[config.mk]
export PLATFORM = sky130hd
export DESIGN_NAME = uart_a_pins_strap_capture
export DESIGN_NICKNAME = d
export VERILOG_FILES = /design/src/common/uart_a_pins_pkg.sv /design/src/core/uart_a_pins_strap_capture.sv /design/src/core/strap_cfg_reg.sv
export SDC_FILE = /design/constraint.sdc
export NUM_CORES = 1
export LEC_CHECK = 0
export ABC_AREA = 0
export BUFFER_PORTS_ARGS = -buffer_cell sky130_fd_sc_hd__buf_2
export CAP_MARGIN = 20
export CORE_ASPECT_RATIO = 0.6
export CORE_UTILIZATION = 53
export CTS_CLUSTER_SIZE = 28
export DETAILED_ROUTE_END_ITERATION = 7
export HOLD_SLACK_MARGIN = 0.1
export MAX_ROUTING_LAYER = met4
export PLACE_DENSITY = 0.8
export SETUP_SLACK_MARGIN = 0.02
export SLEW_MARGIN = 20
export SYNTH_ARGS = -nofsm -noshare
export SYNTH_HDL_FRONTEND = slang
export SYNTH_SLANG_ARGS = --single-unit
export TNS_END_PERCENT = 50
[constraint.sdc]
create_clock -name REF_CLK -period 7.6 [get_ports REF_CLK]
set_clock_uncertainty 0.2 [all_clocks]
set_input_delay 2.28 -clock REF_CLK [delete_from_list [all_inputs] [get_ports REF_CLK]]
set_output_delay 2.28 -clock REF_CLK [all_outputs]
set_load 0.01 [all_outputs]
[src/common/uart_a_pins_pkg.sv]
// Purpose: Shared constants and types for the channel A pin and strap block
// Assumes: Strap pins are sampled while SRST is high
// Notes: Default register values per strap level
//
// Functional notes
// - Serial transmit output sits high in reset and while no character is sent.
// - Infrared transmit output sits low in reset and while idle.
// - Infrared receive idles low; a high departure marks incoming data.
// - Terminal-ready and transmit pins are sampled in reset to seed channel A defaults.
// - Request-to-send drives active low or as a general output; sampled in reset.
// - Set-ready, ring and carrier inputs are active low or general inputs.
// - Watchdog expiry pulls its open-drain output low, else released.
// - Baud timing comes from a 24 MHz or 48 MHz reference clock.
// - Strap values load config registers in reset; software may overwrite later.
// - Strap pins set enable, base and interrupt defaults for channel and watchdog.
// - Request-to-send strap picks the config index and data port pair.
package uart_a_pins_pkg;
   localparam logic [7:0] VAL_OFF = 8'h00;
   localparam logic [7:0] ENABLE_ON = 8'h01;
   localparam logic [7:0] CHAN_A_BASE_HI = 8'h03;
   localparam logic [7:0] CHAN_A_BASE_LO_LOW = 8'hE0;
   localparam logic [7:0] CHAN_A_BASE_LO_HIGH = 8'hF8;
   localparam logic [7:0] CHAN_A_IRQ = 8'h03;
   localparam logic [7:0] WDT_BASE_HI = 8'h04;
   localparam logic [7:0] WDT_BASE_LO = 8'h42;
   localparam logic [7:0] WDT_IRQ = 8'h00;
   localparam logic [7:0] CFG_INDEX_STRAP_HI = 8'h2E;
   localparam logic [7:0] CFG_INDEX_STRAP_LO = 8'h4E;
   localparam logic [7:0] CFG_DATA_STRAP_HI = 8'h2F;
   localparam logic [7:0] CFG_DATA_STRAP_LO = 8'h4F;
   localparam logic DEV_CHAN_A = 1'h0;
   localparam logic DEV_WDT = 1'h1;
   localparam int PRESCALE_24 = 13;
   localparam int PRESCALE_48 = 26;
   localparam int OVERSAMPLE = 16;
   localparam int IR_PULSE_TICKS = 3;
   localparam int DATA_BITS_DFLT = 8;
   localparam int SYN_RX = 0;
   localparam int SYN_IR = 1;
   localparam int SYN_DSR = 2;
   localparam int SYN_RI = 3;
   localparam int SYN_CD = 4;
   localparam int SYN_TX = 5;
   localparam int SYN_DTR = 6;
   localparam int SYN_RTS = 7;
   localparam int SYN_WDT = 8;
   localparam int SYNC_W = 9;

   typedef enum logic [1:0] {TX_IDLE, TX_START_BIT, TX_DATA_BIT, TX_STOP_BIT} tx_state_e;
   typedef enum logic [1:0] {FLD_ENABLE, FLD_BASE_HI, FLD_BASE_LO, FLD_IRQSEL} cfg_field_e;

   typedef struct packed {
      logic [7:0] enable;
      logic [7:0] base_hi;
      logic [7:0] base_lo;
      logic [7:0] irqsel;
   } ldev_cfg_s;

   typedef struct packed {
      logic cfg_port;
      logic a_low;
      logic a_high;
      logic wdt;
   } strap_s;

   typedef struct packed {
      logic we;
      logic dev;
      cfg_field_e field;
      logic [7:0] data;
   } cfg_wr_s;

   // Default register set selected by strap levels
   function automatic ldev_cfg_s strap_default(input logic dev, input strap_s s);
      ldev_cfg_s c;
      c = '{VAL_OFF, VAL_OFF, VAL_OFF, VAL_OFF};
      if (dev == DEV_WDT) begin
         if (s.wdt) begin
            c = '{ENABLE_ON, WDT_BASE_HI, WDT_BASE_LO, WDT_IRQ};
         end
      end else if (s.a_high) begin
         c = '{ENABLE_ON, CHAN_A_BASE_HI, CHAN_A_BASE_LO_HIGH, CHAN_A_IRQ};
      end else if (s.a_low) begin
         c = '{ENABLE_ON, CHAN_A_BASE_HI, CHAN_A_BASE_LO_LOW, CHAN_A_IRQ};
      end
      return c;
   endfunction
endpackage

[src/core/uart_a_pins_strap_capture.sv]
// Purpose: Channel A pin levels, simple transmitter, infrared path, strap capture
// Assumes: REF_CLK 25 MHz, SRST synchronous active high, held at least 4 cycles
// Notes: Strap pins are released during reset so the pull-up or strap sets the level
`timescale 1ns/10ps
`default_nettype none
module uart_a_pins_strap_capture #(
   parameter int DATA_BITS = uart_a_pins_pkg::DATA_BITS_DFLT
) (
   input wire logic REF_CLK,
   input wire logic SRST,
   input wire logic CLK_SEL_48,
   input wire logic [15:0] DIVISOR,
   input wire logic IR_MODE,
   input wire logic TX_START,
   input wire logic [7:0] TX_DATA,
   output logic TX_BUSY,
   input wire logic CHAN_A_SERIAL_IN,
   input wire logic INFRARED_RX_IN,
   output logic RX_LINE,
   output logic RX_START,
   input wire logic CHAN_A_SET_READY_N,
   input wire logic CHAN_A_RING_N,
   input wire logic CHAN_A_CARRIER_N,
   input wire logic MODEM_GPI_MODE,
   output logic [2:0] MODEM_STATUS,
   input wire logic MODEM_GPO_MODE,
   input wire logic RTS_ASSERT,
   input wire logic DTR_ASSERT,
   input wire logic GPO_RTS,
   input wire logic GPO_DTR,
   input wire logic WDT_EXPIRED,
   input wire logic CHAN_A_SERIAL_OUT_I,
   output logic CHAN_A_SERIAL_OUT_O,
   output logic CHAN_A_SERIAL_OUT_OE,
   input wire logic CHAN_A_TERMINAL_READY_N_I,
   output logic CHAN_A_TERMINAL_READY_N_O,
   output logic CHAN_A_TERMINAL_READY_N_OE,
   input wire logic CHAN_A_SEND_REQUEST_N_I,
   output logic CHAN_A_SEND_REQUEST_N_O,
   output logic CHAN_A_SEND_REQUEST_N_OE,
   input wire logic WATCHDOG_EXPIRY_N_I,
   output logic WATCHDOG_EXPIRY_N_O,
   output logic WATCHDOG_EXPIRY_N_OE,
   output logic INFRARED_TX_OUT,
   input wire uart_a_pins_pkg::cfg_wr_s CFG_WR,
   output uart_a_pins_pkg::ldev_cfg_s CHAN_A_CFG,
   output uart_a_pins_pkg::ldev_cfg_s WDT_CFG,
   output uart_a_pins_pkg::strap_s STRAPS,
   output logic [7:0] CFG_INDEX_PORT,
   output logic [7:0] CFG_DATA_PORT
);
   if (DATA_BITS < 5 || DATA_BITS > 8) begin : g_chk
      $error("DATA_BITS must be 5 to 8");
   end

   localparam logic [3:0] SUB_LAST = 4'(uart_a_pins_pkg::OVERSAMPLE - 1);
   localparam logic [3:0] IR_TICKS = 4'(uart_a_pins_pkg::IR_PULSE_TICKS);
   localparam logic [4:0] PRE_LAST_24 = 5'(uart_a_pins_pkg::PRESCALE_24 - 1);
   localparam logic [4:0] PRE_LAST_48 = 5'(uart_a_pins_pkg::PRESCALE_48 - 1);
   localparam logic [2:0] BIT_LAST = 3'(DATA_BITS - 1);

   logic [uart_a_pins_pkg::SYNC_W-1:0] pin_in;
   logic [uart_a_pins_pkg::SYNC_W-1:0] s1_q;
   logic [uart_a_pins_pkg::SYNC_W-1:0] s2_q;
   uart_a_pins_pkg::strap_s strap_live;
   uart_a_pins_pkg::tx_state_e state_q;
   logic [4:0] pre_q;
   logic [15:0] div_q;
   logic [4:0] pre_last;
   logic [15:0] div_last;
   logic tick_q;
   logic [3:0] sub_q;
   logic [2:0] bit_q;
   logic [7:0] shift_q;
   logic line_q;
   logic rx_now;

   ////////////////////////////////////////////////////////////////////////////
   // Pin synchronisers
   assign pin_in = {WATCHDOG_EXPIRY_N_I, CHAN_A_SEND_REQUEST_N_I, CHAN_A_TERMINAL_READY_N_I,
                    CHAN_A_SERIAL_OUT_I, CHAN_A_CARRIER_N, CHAN_A_RING_N, CHAN_A_SET_READY_N,
                    INFRARED_RX_IN, CHAN_A_SERIAL_IN};

   for (genvar i = 0; i < uart_a_pins_pkg::SYNC_W; i++) begin : g_sync
      always_ff @(posedge REF_CLK) begin
         s1_q[i] <= pin_in[i];
         s2_q[i] <= s1_q[i];
      end
   end

   ////////////////////////////////////////////////////////////////////////////
   // Strap capture
   assign strap_live = '{s2_q[uart_a_pins_pkg::SYN_RTS], s2_q[uart_a_pins_pkg::SYN_DTR],
                         s2_q[uart_a_pins_pkg::SYN_TX], s2_q[uart_a_pins_pkg::SYN_WDT]};

   always_ff @(posedge REF_CLK) begin
      if (SRST) begin
         STRAPS <= strap_live;
      end
   end

   always_ff @(posedge REF_CLK) begin
      CFG_INDEX_PORT <= STRAPS.cfg_port ? uart_a_pins_pkg::CFG_INDEX_STRAP_HI
                                        : uart_a_pins_pkg::CFG_INDEX_STRAP_LO;
      CFG_DATA_PORT <= STRAPS.cfg_port ? uart_a_pins_pkg::CFG_DATA_STRAP_HI
                                       : uart_a_pins_pkg::CFG_DATA_STRAP_LO;
   end

   strap_cfg_reg #(.DEV(uart_a_pins_pkg::DEV_CHAN_A)) u_cfg_a (
      .clk(REF_CLK),
      .srst(SRST),
      .dflt(uart_a_pins_pkg::strap_default(uart_a_pins_pkg::DEV_CHAN_A, strap_live)),
      .wr(CFG_WR),
      .cfg_q(CHAN_A_CFG)
   );

   strap_cfg_reg #(.DEV(uart_a_pins_pkg::DEV_WDT)) u_cfg_wdt (
      .clk(REF_CLK),
      .srst(SRST),
      .dflt(uart_a_pins_pkg::strap_default(uart_a_pins_pkg::DEV_WDT, strap_live)),
      .wr(CFG_WR),
      .cfg_q(WDT_CFG)
   );

   ////////////////////////////////////////////////////////////////////////////
   // Oversample tick
   assign pre_last = CLK_SEL_48 ? PRE_LAST_48 : PRE_LAST_24;
   assign div_last = (DIVISOR == 16'h0000) ? 16'h0000 : DIVISOR - 16'h0001;

   always_ff @(posedge REF_CLK) begin
      if (SRST) begin
         pre_q <= 5'h00;
         div_q <= 16'h0000;
         tick_q <= 1'h0;
      end else begin
         tick_q <= 1'h0;
         if (pre_q >= pre_last) begin
            pre_q <= 5'h00;
            if (div_q >= div_last) begin
               div_q <= 16'h0000;
               tick_q <= 1'h1;
            end else begin
               div_q <= div_q + 16'h0001;
            end
         end else begin
            pre_q <= pre_q + 5'h01;
         end
      end
   end

   ////////////////////////////////////////////////////////////////////////////
   // Transmitter
   always_ff @(posedge REF_CLK) begin
      if (SRST) begin
         state_q <= uart_a_pins_pkg::TX_IDLE;
         sub_q <= 4'h0;
         bit_q <= 3'h0;
         shift_q <= 8'h00;
         line_q <= 1'h1;
         TX_BUSY <= 1'h0;
      end else begin
         unique case (state_q)
            uart_a_pins_pkg::TX_IDLE: begin
               line_q <= 1'h1;
               if (TX_START) begin
                  state_q <= uart_a_pins_pkg::TX_START_BIT;
                  shift_q <= TX_DATA;
                  line_q <= 1'h0;
                  sub_q <= 4'h0;
                  bit_q <= 3'h0;
                  TX_BUSY <= 1'h1;
               end
            end
            uart_a_pins_pkg::TX_START_BIT, uart_a_pins_pkg::TX_DATA_BIT, uart_a_pins_pkg::TX_STOP_BIT: begin
               if (tick_q) begin
                  sub_q <= sub_q + 4'h1;
                  if (sub_q == SUB_LAST) begin
                     if (state_q == uart_a_pins_pkg::TX_STOP_BIT) begin
                        state_q <= uart_a_pins_pkg::TX_IDLE;
                        TX_BUSY <= 1'h0;
                     end else if (state_q == uart_a_pins_pkg::TX_DATA_BIT && bit_q == BIT_LAST) begin
                        state_q <= uart_a_pins_pkg::TX_STOP_BIT;
                        line_q <= 1'h1;
                     end else begin
                        if (state_q == uart_a_pins_pkg::TX_DATA_BIT) begin
                           bit_q <= bit_q + 3'h1;
                        end
                        state_q <= uart_a_pins_pkg::TX_DATA_BIT;
                        line_q <= shift_q[0];
                        shift_q <= {1'h0, shift_q[7:1]};
                     end
                  end
               end
            end
         endcase
      end
   end

   always_ff @(posedge REF_CLK) begin
      if (SRST) begin
         CHAN_A_SERIAL_OUT_O <= 1'h1;
         INFRARED_TX_OUT <= 1'h0;
      end else begin
         CHAN_A_SERIAL_OUT_O <= IR_MODE | line_q;
         INFRARED_TX_OUT <= IR_MODE && !line_q && (sub_q < IR_TICKS) &&
                            (state_q == uart_a_pins_pkg::TX_START_BIT ||
                             state_q == uart_a_pins_pkg::TX_DATA_BIT);
      end
   end

   ////////////////////////////////////////////////////////////////////////////
   // Receive line and modem inputs
   assign rx_now = IR_MODE ? !s2_q[uart_a_pins_pkg::SYN_IR] : s2_q[uart_a_pins_pkg::SYN_RX];

   always_ff @(posedge REF_CLK) begin
      if (SRST) begin
         RX_LINE <= 1'h1;
         RX_START <= 1'h0;
         MODEM_STATUS <= 3'h0;
      end else begin
         RX_LINE <= rx_now;
         RX_START <= RX_LINE && !rx_now;
         MODEM_STATUS <= MODEM_GPI_MODE ?
            {s2_q[uart_a_pins_pkg::SYN_DSR], s2_q[uart_a_pins_pkg::SYN_RI], s2_q[uart_a_pins_pkg::SYN_CD]} :
            ~{s2_q[uart_a_pins_pkg::SYN_DSR], s2_q[uart_a_pins_pkg::SYN_RI], s2_q[uart_a_pins_pkg::SYN_CD]};
      end
   end

   ////////////////////////////////////////////////////////////////////////////
   // Output enables and modem outputs
   always_ff @(posedge REF_CLK) begin
      if (SRST) begin
         CHAN_A_SERIAL_OUT_OE <= 1'h0;
         CHAN_A_TERMINAL_READY_N_O <= 1'h1;
         CHAN_A_TERMINAL_READY_N_OE <= 1'h0;
         CHAN_A_SEND_REQUEST_N_O <= 1'h1;
         CHAN_A_SEND_REQUEST_N_OE <= 1'h0;
         WATCHDOG_EXPIRY_N_O <= 1'h0;
         WATCHDOG_EXPIRY_N_OE <= 1'h0;
      end else begin
         CHAN_A_SERIAL_OUT_OE <= 1'h1;
         CHAN_A_TERMINAL_READY_N_O <= MODEM_GPO_MODE ? GPO_DTR : !DTR_ASSERT;
         CHAN_A_TERMINAL_READY_N_OE <= 1'h1;
         CHAN_A_SEND_REQUEST_N_O <= MODEM_GPO_MODE ? GPO_RTS : !RTS_ASSERT;
         CHAN_A_SEND_REQUEST_N_OE <= 1'h1;
         WATCHDOG_EXPIRY_N_OE <= WDT_EXPIRED;
      end
   end

   ////////////////////////////////////////////////////////////////////////////
   // Assertions
   a_tx_reset_high: assert property (@(posedge REF_CLK) SRST |=> CHAN_A_SERIAL_OUT_O)
      else $error("serial out not high after reset cycle");
   a_tx_idle_high: assert property (@(posedge REF_CLK) disable iff (SRST)
      (state_q == uart_a_pins_pkg::TX_IDLE && $past(state_q == uart_a_pins_pkg::TX_IDLE)) |=> CHAN_A_SERIAL_OUT_O)
      else $error("serial out low while idle");
   a_ir_idle_low: assert property (@(posedge REF_CLK)
      (SRST || state_q == uart_a_pins_pkg::TX_IDLE) |=> !INFRARED_TX_OUT)
      else $error("infrared out high while idle");
   a_ir_rx_detect: assert property (@(posedge REF_CLK) disable iff (SRST)
      (IR_MODE && s2_q[uart_a_pins_pkg::SYN_IR]) |=> !RX_LINE)
      else $error("infrared pulse not seen as data");
   a_strap_sample: assert property (@(posedge REF_CLK) SRST [*4] |=> (STRAPS == $past(strap_live)))
      else $error("strap not sampled in reset");
   a_rts_active_low: assert property (@(posedge REF_CLK) disable iff (SRST)
      (!MODEM_GPO_MODE && RTS_ASSERT) |=> (CHAN_A_SEND_REQUEST_N_OE && !CHAN_A_SEND_REQUEST_N_O))
      else $error("request to send not driven low");
   a_modem_low: assert property (@(posedge REF_CLK) disable iff (SRST)
      (!MODEM_GPI_MODE && !s2_q[uart_a_pins_pkg::SYN_DSR]) |=> MODEM_STATUS[2])
      else $error("set ready not active low");
   a_wdt_drain: assert property (@(posedge REF_CLK) disable iff (SRST)
      ##1 (!WATCHDOG_EXPIRY_N_O && (WATCHDOG_EXPIRY_N_OE == $past(WDT_EXPIRED))))
      else $error("watchdog output not open drain");
   a_baud_24: assert property (@(posedge REF_CLK) disable iff (SRST)
      (!CLK_SEL_48 && pre_q == PRE_LAST_24) |=> (pre_q == 5'h00))
      else $error("prescale wrong for 24 MHz");
   a_sw_write: assert property (@(posedge REF_CLK) disable iff (SRST)
      (CFG_WR.we && CFG_WR.dev == uart_a_pins_pkg::DEV_CHAN_A && CFG_WR.field == uart_a_pins_pkg::FLD_ENABLE)
      |=> (CHAN_A_CFG.enable == $past(CFG_WR.data)))
      else $error("software write lost");
   a_cfg_default: assert property (@(posedge REF_CLK)
      SRST [*4] |=> (CHAN_A_CFG == uart_a_pins_pkg::strap_default(uart_a_pins_pkg::DEV_CHAN_A, $past(strap_live))))
      else $error("channel defaults not from straps");
   a_cfg_port: assert property (@(posedge REF_CLK) disable iff (SRST)
      $past(!SRST) |-> (CFG_INDEX_PORT == (STRAPS.cfg_port ? uart_a_pins_pkg::CFG_INDEX_STRAP_HI
                                                         : uart_a_pins_pkg::CFG_INDEX_STRAP_LO)))
      else $error("config port pair wrong");
   a_strap_hold: assert property (@(posedge REF_CLK) disable iff (SRST) $past(!SRST) |-> $stable(STRAPS))
      else $error("strap changed after reset");

   c_tx_frame: cover property (@(posedge REF_CLK) disable iff (SRST) $fell(TX_BUSY));
   c_ir_pulse: cover property (@(posedge REF_CLK) disable iff (SRST) $rose(INFRARED_TX_OUT));
   c_port_low: cover property (@(posedge REF_CLK) disable iff (SRST) !STRAPS.cfg_port);
   c_wdt_fire: cover property (@(posedge REF_CLK) disable iff (SRST) $rose(WATCHDOG_EXPIRY_N_OE));
endmodule
`default_nettype wire

[src/core/strap_cfg_reg.sv]
// Purpose: One logical device's strap-seeded configuration registers
// Assumes: srst synchronous, active high
// Notes: Writes are ignored while srst is high
`timescale 1ns/10ps
`default_nettype none
module strap_cfg_reg #(
   parameter logic DEV = 1'h0
) (
   input wire logic clk,
   input wire logic srst,
   input wire uart_a_pins_pkg::ldev_cfg_s dflt,
   input wire uart_a_pins_pkg::cfg_wr_s wr,
   output uart_a_pins_pkg::ldev_cfg_s cfg_q
);
   always_ff @(posedge clk) begin
      if (srst) begin
         cfg_q <= dflt;
      end else if (wr.we && (wr.dev == DEV)) begin
         unique case (wr.field)
            uart_a_pins_pkg::FLD_ENABLE: cfg_q.enable <= wr.data;
            uart_a_pins_pkg::FLD_BASE_HI: cfg_q.base_hi <= wr.data;
            uart_a_pins_pkg::FLD_BASE_LO: cfg_q.base_lo <= wr.data;
            uart_a_pins_pkg::FLD_IRQSEL: cfg_q.irqsel <= wr.data;
         endcase
      end
   end
endmodule
`default_nettype wire

==> out/summary.txt, run 1 <==
Result of the run: completed
Clk slew on worst S/H paths: 0.06 ns
I/O pin total: 156
First-pass GRT wire length: 21000 microns
Synth Area in XOR/XNOR: 0.0463
Pleak: 0.00316 uW
Post-CTS setup buffer count: 0
R2R Setup Slk: 4.75 ns
PD cells: 288 nW/um^2
Post-synthesis cell area: 5870 sq um
Hold endpoint: s2_q[6]
Synth Flop Type: dfxtp_1
Pre-CTS WS: 1.31 ns
Initial Util: 0.550
Crit path max fanout: 16
Core area: 10700 sq um
Fin nets: 737
Final Setup Violations: 0
Port bufs: 142
Compound-Gate Fraction of Synth Area: 0.0544
DR iter-0 viols: 341
Final hold slack: 0.125 ns
Worst VDD drop: 0.199 mV
Antenna diodes: 0
Cts repair resizes: 0
Post-route ant nets: 0
DIE AREA: 11500 sq um
Number of placement rows: 29
WP buf/inv: 2
# hold bufs at CTS: 0
Largest net degree at the start of global routing: 61
Delay-heaviest family, CP: simple AND/OR/NAND/NOR gates
Vias: 4312
Clock share of power: 0.383
Cells along the critical path: buf_2 -> or4_4 -> or3_4 -> or4_2 -> nor3_1 -> a21oi_1 -> ha_1 -> nand2_1 -> nor4_1 -> or4b_2 -> a31oi_1 -> buf_4 -> nor2_1
Max-cap violations: 0
Post-synthesis sequential area ratio: 0.593
Routability cong.: 0.906
Post-synthesis async set-or-reset flop share: 0
Non-Filler Instances: 801
Post-synthesis adder-cell area fraction: 0.0661
Die width: 138 microns
Number of distinct library cells after synthesis: 53
Worst Setup End Kind: flop
Clock buffer depth: 2
Mean post-synth cell area: 11.6 sq um
Global route overflow: 0
DP HPWL: 9770 microns
Startpoint type of the worst setup path: input port
CTS tree: built
Least-Margin Pin Slew: 0.931 ns
Switching Fraction: 0.272
YS warnings: 0
Sequential power share: 0.437
Die extent in y: 83.5 microns
Kind of critical path: in -> reg
Worst setup margin: 1.73 ns
Drt wl/cell: 16.7 microns
RSZ-0062 raised after global routing: no
Net Sw Power: 563 uW
Worst hold path type: reg -> reg
Fmax: 170 MHz
Setup tns final: 0 ns
Min Tclk post-route: 5.87 ns
Share of cells above drive strength 1: 0.292
CP max stage delay: 0.64 ns
Largest family of logic cells by synthesized area: simple AND/OR/NAND/NOR gates
Flops & latches, synth: 140
Cts bufs inserted: 17
Mux cell area share after synthesis: 0.0339
Synthesized instance count: 506
Synthesis-to-layout area growth: 22.7%
CP max-delay cell: or4b_2
RR Startpoint: state_q[0]
Inst Count DP: 769
Worst Hold Launch: s1_q[6]
Tot GR Track Use: 0.252
Initial antenna violation count: 0
Via-to-Cell Ratio: 5.38
Worst Reg-to-Reg Cells: 8
Vias in the first global route: 4049
Logic pwr share: 0.180
CP arrival: 5.96 ns
WHS Path Cells: 0
EDFF count, synth: 68
Slew Limit Fails: 0
Remaining DRCs: 0
Rel. slew slack: 0.380
Simple-gate share of the synthesized area: 0.164
WL final: 13400 microns
# clock sinks: 140
Period utilization: 0.772
Worst skew pair latency: 0.41 ns
Critical Path RT: 7.69 ns
Final Hold Fails: 0
Cell internal pwr: 1510 uW
End of the worst register-to-register path: shift_q[5]
H-tree levels: 4
Clk Tree Root Cell: clkbuf_16
Pre-Repair DR Iteration Count: 5
Total power draw: 2070 uW
[kinds of logic (layout without fill, tap and decap cells)]
| group | after synthesis | count (layout) |
|---|---|---|
| AO/OA/AOI/OAI | 49 | 49 |
| XOR/XNOR | 31 | 31 |
| adder cells (fa/ha/maj) | 31 | 31 |
| buffers and inverters | 44 | 189 |
| flip-flops | 140 | 140 |
| multiplexers | 19 | 19 |
| other | 2 | 13 |
| AND/OR/NAND/NOR | 190 | 190 |
[layer usage]
metal | GRT usage | part of all wire | vias to the layer above
li1 | - | - | 2047
met4 | 0.0830 | 0.015 | 0
met3 | 0.0650 | 0.066 | 23
met5 | - | 0 | -
met2 | 0.391 | 0.47 | 171
met1 | 0.323 | 0.45 | 2071
[worst register-to-register path, cell delays in order (launching register included)]
cell	delay, ns
dfxtp_1	0.34
inv_1	0.12
ha_1	0.79
a31oi_1	0.21
a2111oi_0	0.33
buf_4	0.22
o21ai_2	0.17
mux2i_1	0.28
nor2_1	0.06
[how the worst max path moves through the flow]
| stage | startpoint | to | slack, ns | cells after the start |
|---|---|---|---|---|
| 2_1_floorplan | DIVISOR[9] | div_q[10] | 1.35 | 13 |
| 3_3_place_gp | DIVISOR[9] | div_q[11] | 1.37 | 13 |
| 3_5_place_dp | DIVISOR[9] | div_q[7] | 1.31 | 13 |
| 4_1_cts | DIVISOR[9] | div_q[10] | 1.73 | 13 |
| 5_1_grt | DIVISOR[9] | div_q[10] | 1.45 | 13 |
| 6_report | DIVISOR[9] | div_q[7] | 1.73 | 13 |
[sequential cells by signal, summed over array words and instances (netlist names), 2 cells and up]
signal / cells
state_q: 2
CFG_INDEX_PORT: 2
shift_q: 8
MODEM_STATUS: 3
s2_q: 9
bit_q: 3
div_q: 16
s1_q: 9
pre_q: 5
u_cfg_wdt.cfg_q: 32
sub_q: 4
u_cfg_a.cfg_q: 32
STRAPS: 4
[synthesized netlist by cell type, types with 4 or more instances]
master	count	area, sq um
dfxtp_1	72	1440
edfxtp_1	68	2040
nor2_1	63	236
nand2_1	39	146
ha_1	31	388
xor2_1	24	210
nor2b_1	19	119
buf_4	17	128
a21oi_1	14	70.1
inv_1	12	45.0
mux2i_1	12	120
o21ai_0	11	55.1
clkbuf_1	10	37.5
nand3_1	10	50.1
nor3_1	10	50.1
mux2_2	7	78.8
nand2b_1	7	43.8
nand4_1	7	43.8
xnor2_1	7	61.3
and3_1	5	31.3
or3_1	5	31.3
nand4b_1	4	35.0
[layout make-up]
| cell class | count | area [sq um] |
|---|---|---|
| Sequential cell | 140 | 3480 |
| Fill cell | 809 | 3460 |
| Multi-Input combinational cell | 333 | 2190 |
| Timing Repair Buffer | 145 | 733 |
| Clock buffer | 18 | 429 |
| Tap cell | 139 | 174 |
| Clock inverter | 14 | 148 |
| Inverter | 12 | 45.0 |
[placed cells by master, fill, tap and decap left out, types with 14 or more instances in the layout]
master and n:
nand2_1 39, dfxtp_1 72, clkbuf_16 17, ha_1 31
xor2_1 24, buf_2 142, nor2_1 63, nor2b_1 19
edfxtp_1 68, a21oi_1 14
[power groups by stage]
| stage | clock [uW] | combinational, uW | sequential [uW] |
|---|---|---|---|
| after CTS | 800 | 373 | 906 |
| after floorplan | 0 | 235 | 932 |
| final | 794 | 373 | 906 |
| after global routing | 838 | 413 | 912 |
| after global placement | 0 | 348 | 913 |
| after detailed placement | 0 | 370 | 921 |
[stage by stage]
step / instance area [sq um] / util
floorplan: 5910 / -
global placement: 6620 / 0.621
detailed placement: 6620 / 0.621
CTS: 7200 / 0.675
global route: 7200 / 0.675
finish: 7200 / 0.675
Power figures use the tool's default switching activity.
==> run 2, diff against run 1 <==
- clock period: 7.6 -> 5.8 ns (I/O delays scaled with it)
==> out/summary.txt, run 2 (same netlist as run 1, synthesis figures left out) <==
Clock share of power: 0.391 (+0.008)
Commonest non-fill, non-tap cell in the layout: buf_2
Min Tclk post-route: 5.39 ns
Clk Tree Root Cell: clkbuf_16
Cts repair resizes: 0 (unchanged)
Drt wl/cell: 16.6 microns (-0.23%)
Final instance area: 7230 sq um (+0.35%)
Rel. slew slack: 0.369 (-0.0107)
Max-cap violations: 0 (unchanged)
Period utilization: 0.930
Die width: 138 microns (unchanged)
RR Startpoint: state_q[0]
Kind of critical path: in -> reg
Cell internal pwr: 1990 uW (+32%)
Worst Setup End Kind: flop
Pleak: 0.00317 uW (+0.25%)
Vias in the first global route: 4072 (+0.57%)
Post-CTS setup buffer count: 0 (unchanged)
R2R Setup Slk: 2.92 ns (-1.83 ns)
First-pass GRT wire length: 20700 microns (-1.5%)
Fin nets: 739 (+0.27%)
I/O pin total: 156 (unchanged)
Vias: 4343 (+0.72%)
Remaining DRCs: 0 (unchanged)
Port bufs: 142 (unchanged)
Logic pwr share: 0.178 (-0.002)
Slew Limit Fails: 0 (unchanged)
Commonest non-fill, non-tap cells in the layout: 142 x buf_2, 72 x dfxtp_1, 68 x edfxtp_1
Result of the run: completed
Initial antenna violation count: 0 (unchanged)
WHS Path Cells: 0 (unchanged)
Number of placement rows: 29 (unchanged)
Sequential power share: 0.432 (-0.005)
CTS tree: built
Antenna diodes: 0 (unchanged)
Share of cells above drive strength 1: 0.294 (+0.00213)
Via-to-Cell Ratio: 5.41 (+0.47%)
Initial Util: 0.550 (unchanged)
Switching Fraction: 0.275 (+0.00307)
Largest regs: u_cfg_a.cfg_q (32), u_cfg_wdt.cfg_q (32), div_q (16)
Worst hold path type: reg -> reg
Critical Path RT: 5.90 ns (-1.79 ns)
Final Setup Violations: 0 (unchanged)
Pre-Repair DR Iteration Count: 5 (unchanged)
CP arrival: 5.49 ns (-0.47 ns)
Global route overflow: 0 (unchanged)
Final Hold Fails: 0 (unchanged)
Cts bufs inserted: 17 (unchanged)
Startpoint type of the worst setup path: input port
Worst VDD drop: 0.259 mV (+30%)
# hold bufs at CTS: 0 (unchanged)
Core area: 10700 sq um (unchanged)
Crit path max fanout: 16 (unchanged)
Area after DPL: 6640 sq um (+0.23%)
# clock sinks: 140 (unchanged)
Setup tns final: 0 ns (unchanged)
Clock buffer depth: 2 (unchanged)
WL final: 13400 microns (about the same)
Post-route ant nets: 0 (unchanged)
Die extent in y: 83.5 microns (unchanged)
Inst Count DP: 771 (+0.26%)
DP HPWL: 9850 microns (+0.81%)
Final hold slack: 0.126 ns (+0.00110 ns)
Worst skew pair latency: 0.41 ns (about the same)
Fmax: 185 MHz
Least-Margin Pin Slew: 0.947 ns (+0.0160 ns)
End of the worst register-to-register path: shift_q[7]
PD cells: 379 nW/um^2 (+32%)
Clk slew on worst S/H paths: 0.06 ns (about the same)
Worst Reg-to-Reg Cells: 8 (unchanged)
DR iter-0 viols: 298 (-13%)
H-tree levels: 4 (unchanged)
Worst Hold Launch: s1_q[4]
Pre-CTS WS: 0.0383 ns (-1.28 ns)
Tot GR Track Use: 0.249 (-0.00395)
Non-Filler Instances: 803 (+0.25%)
RSZ-0062 raised after global routing: no
Routability cong.: 0.909 (+0.35%)
DIE AREA: 11500 sq um (unchanged)
Largest net degree at the start of global routing: 60 (-1.6%)
Hold endpoint: s2_q[4]
Worst setup margin: 0.407 ns (-1.32 ns)
Synthesis-to-layout area growth: 23.2%
Net Sw Power: 753 uW (+34%)
## run 2: cell types whose count changed in the layout (fill, tap and decap cells not counted), sizes merged
cell      before  now
clkinv         7    2
inv           13   17
buf          145  147
clkinvlp       4    5
## run 2: worst max-delay path, stage by stage
cell and delay (ns):
buf_2 0.11, or4_4 0.55, or3_4 0.36, or4_1 0.44, or3_4 0.44, nand2_1 0.09, ha_1 0.16, nand2_1 0.07
nor4_1 0.38, or4b_2 0.65, a31oi_1 0.19, buf_4 0.23, nor2_1 0.08
## run 2: worst max-delay path by stage
stage               startpoint        end  slack, ns  depth (start not counted)
detailed placement  DIVISOR[9]   div_q[5]       0.04                         13
CTS                 DIVISOR[9]  div_q[12]       0.46                         13
global placement    DIVISOR[9]  div_q[11]        0.1                         13
finish              DIVISOR[9]   div_q[5]       0.41                         13
global route        DIVISOR[9]   div_q[1]       0.24                         13
floorplan           DIVISOR[9]  div_q[10]       0.09                         13
## run 2: final cells by class
cell class              count  area, sq um
clock buffers              18          429
clock inverters            14          161
fillers                   777         3440
inverters                  12         45.0
multi-input cells         333         2190
flip-flops and latches    140         3480
well taps                 139          174
repair buffers            147          748
## run 2: routing by layer
layer	wire, microns	part of all wire	track usage	up-vias
li1	-	-	-	2072
met1	5990	0.45	0.328	2081
met2	6340	0.47	0.374	178
met3	884	0.066	0.0674	12
met4	144	0.011	0.0761	0
met5	0	0	-	-
## run 2: power by group through the flow
stage	clock network, uW	logic (uW)	registers, uW
2_1_floorplan	0	308	1220
5_1_grt	1140	533	1190
3_3_place_gp	0	457	1200
3_5_place_dp	0	481	1200
6_report	1070	487	1180
4_1_cts	1090	484	1180
## run 2: metrics by stage
stage / utilization / power, uW
floorplan: - / 1530
global placement: 0.622 / 1650
detailed placement: 0.622 / 1680
CTS: 0.678 / 2750
global route: 0.678 / 2860
finish: 0.678 / 2740
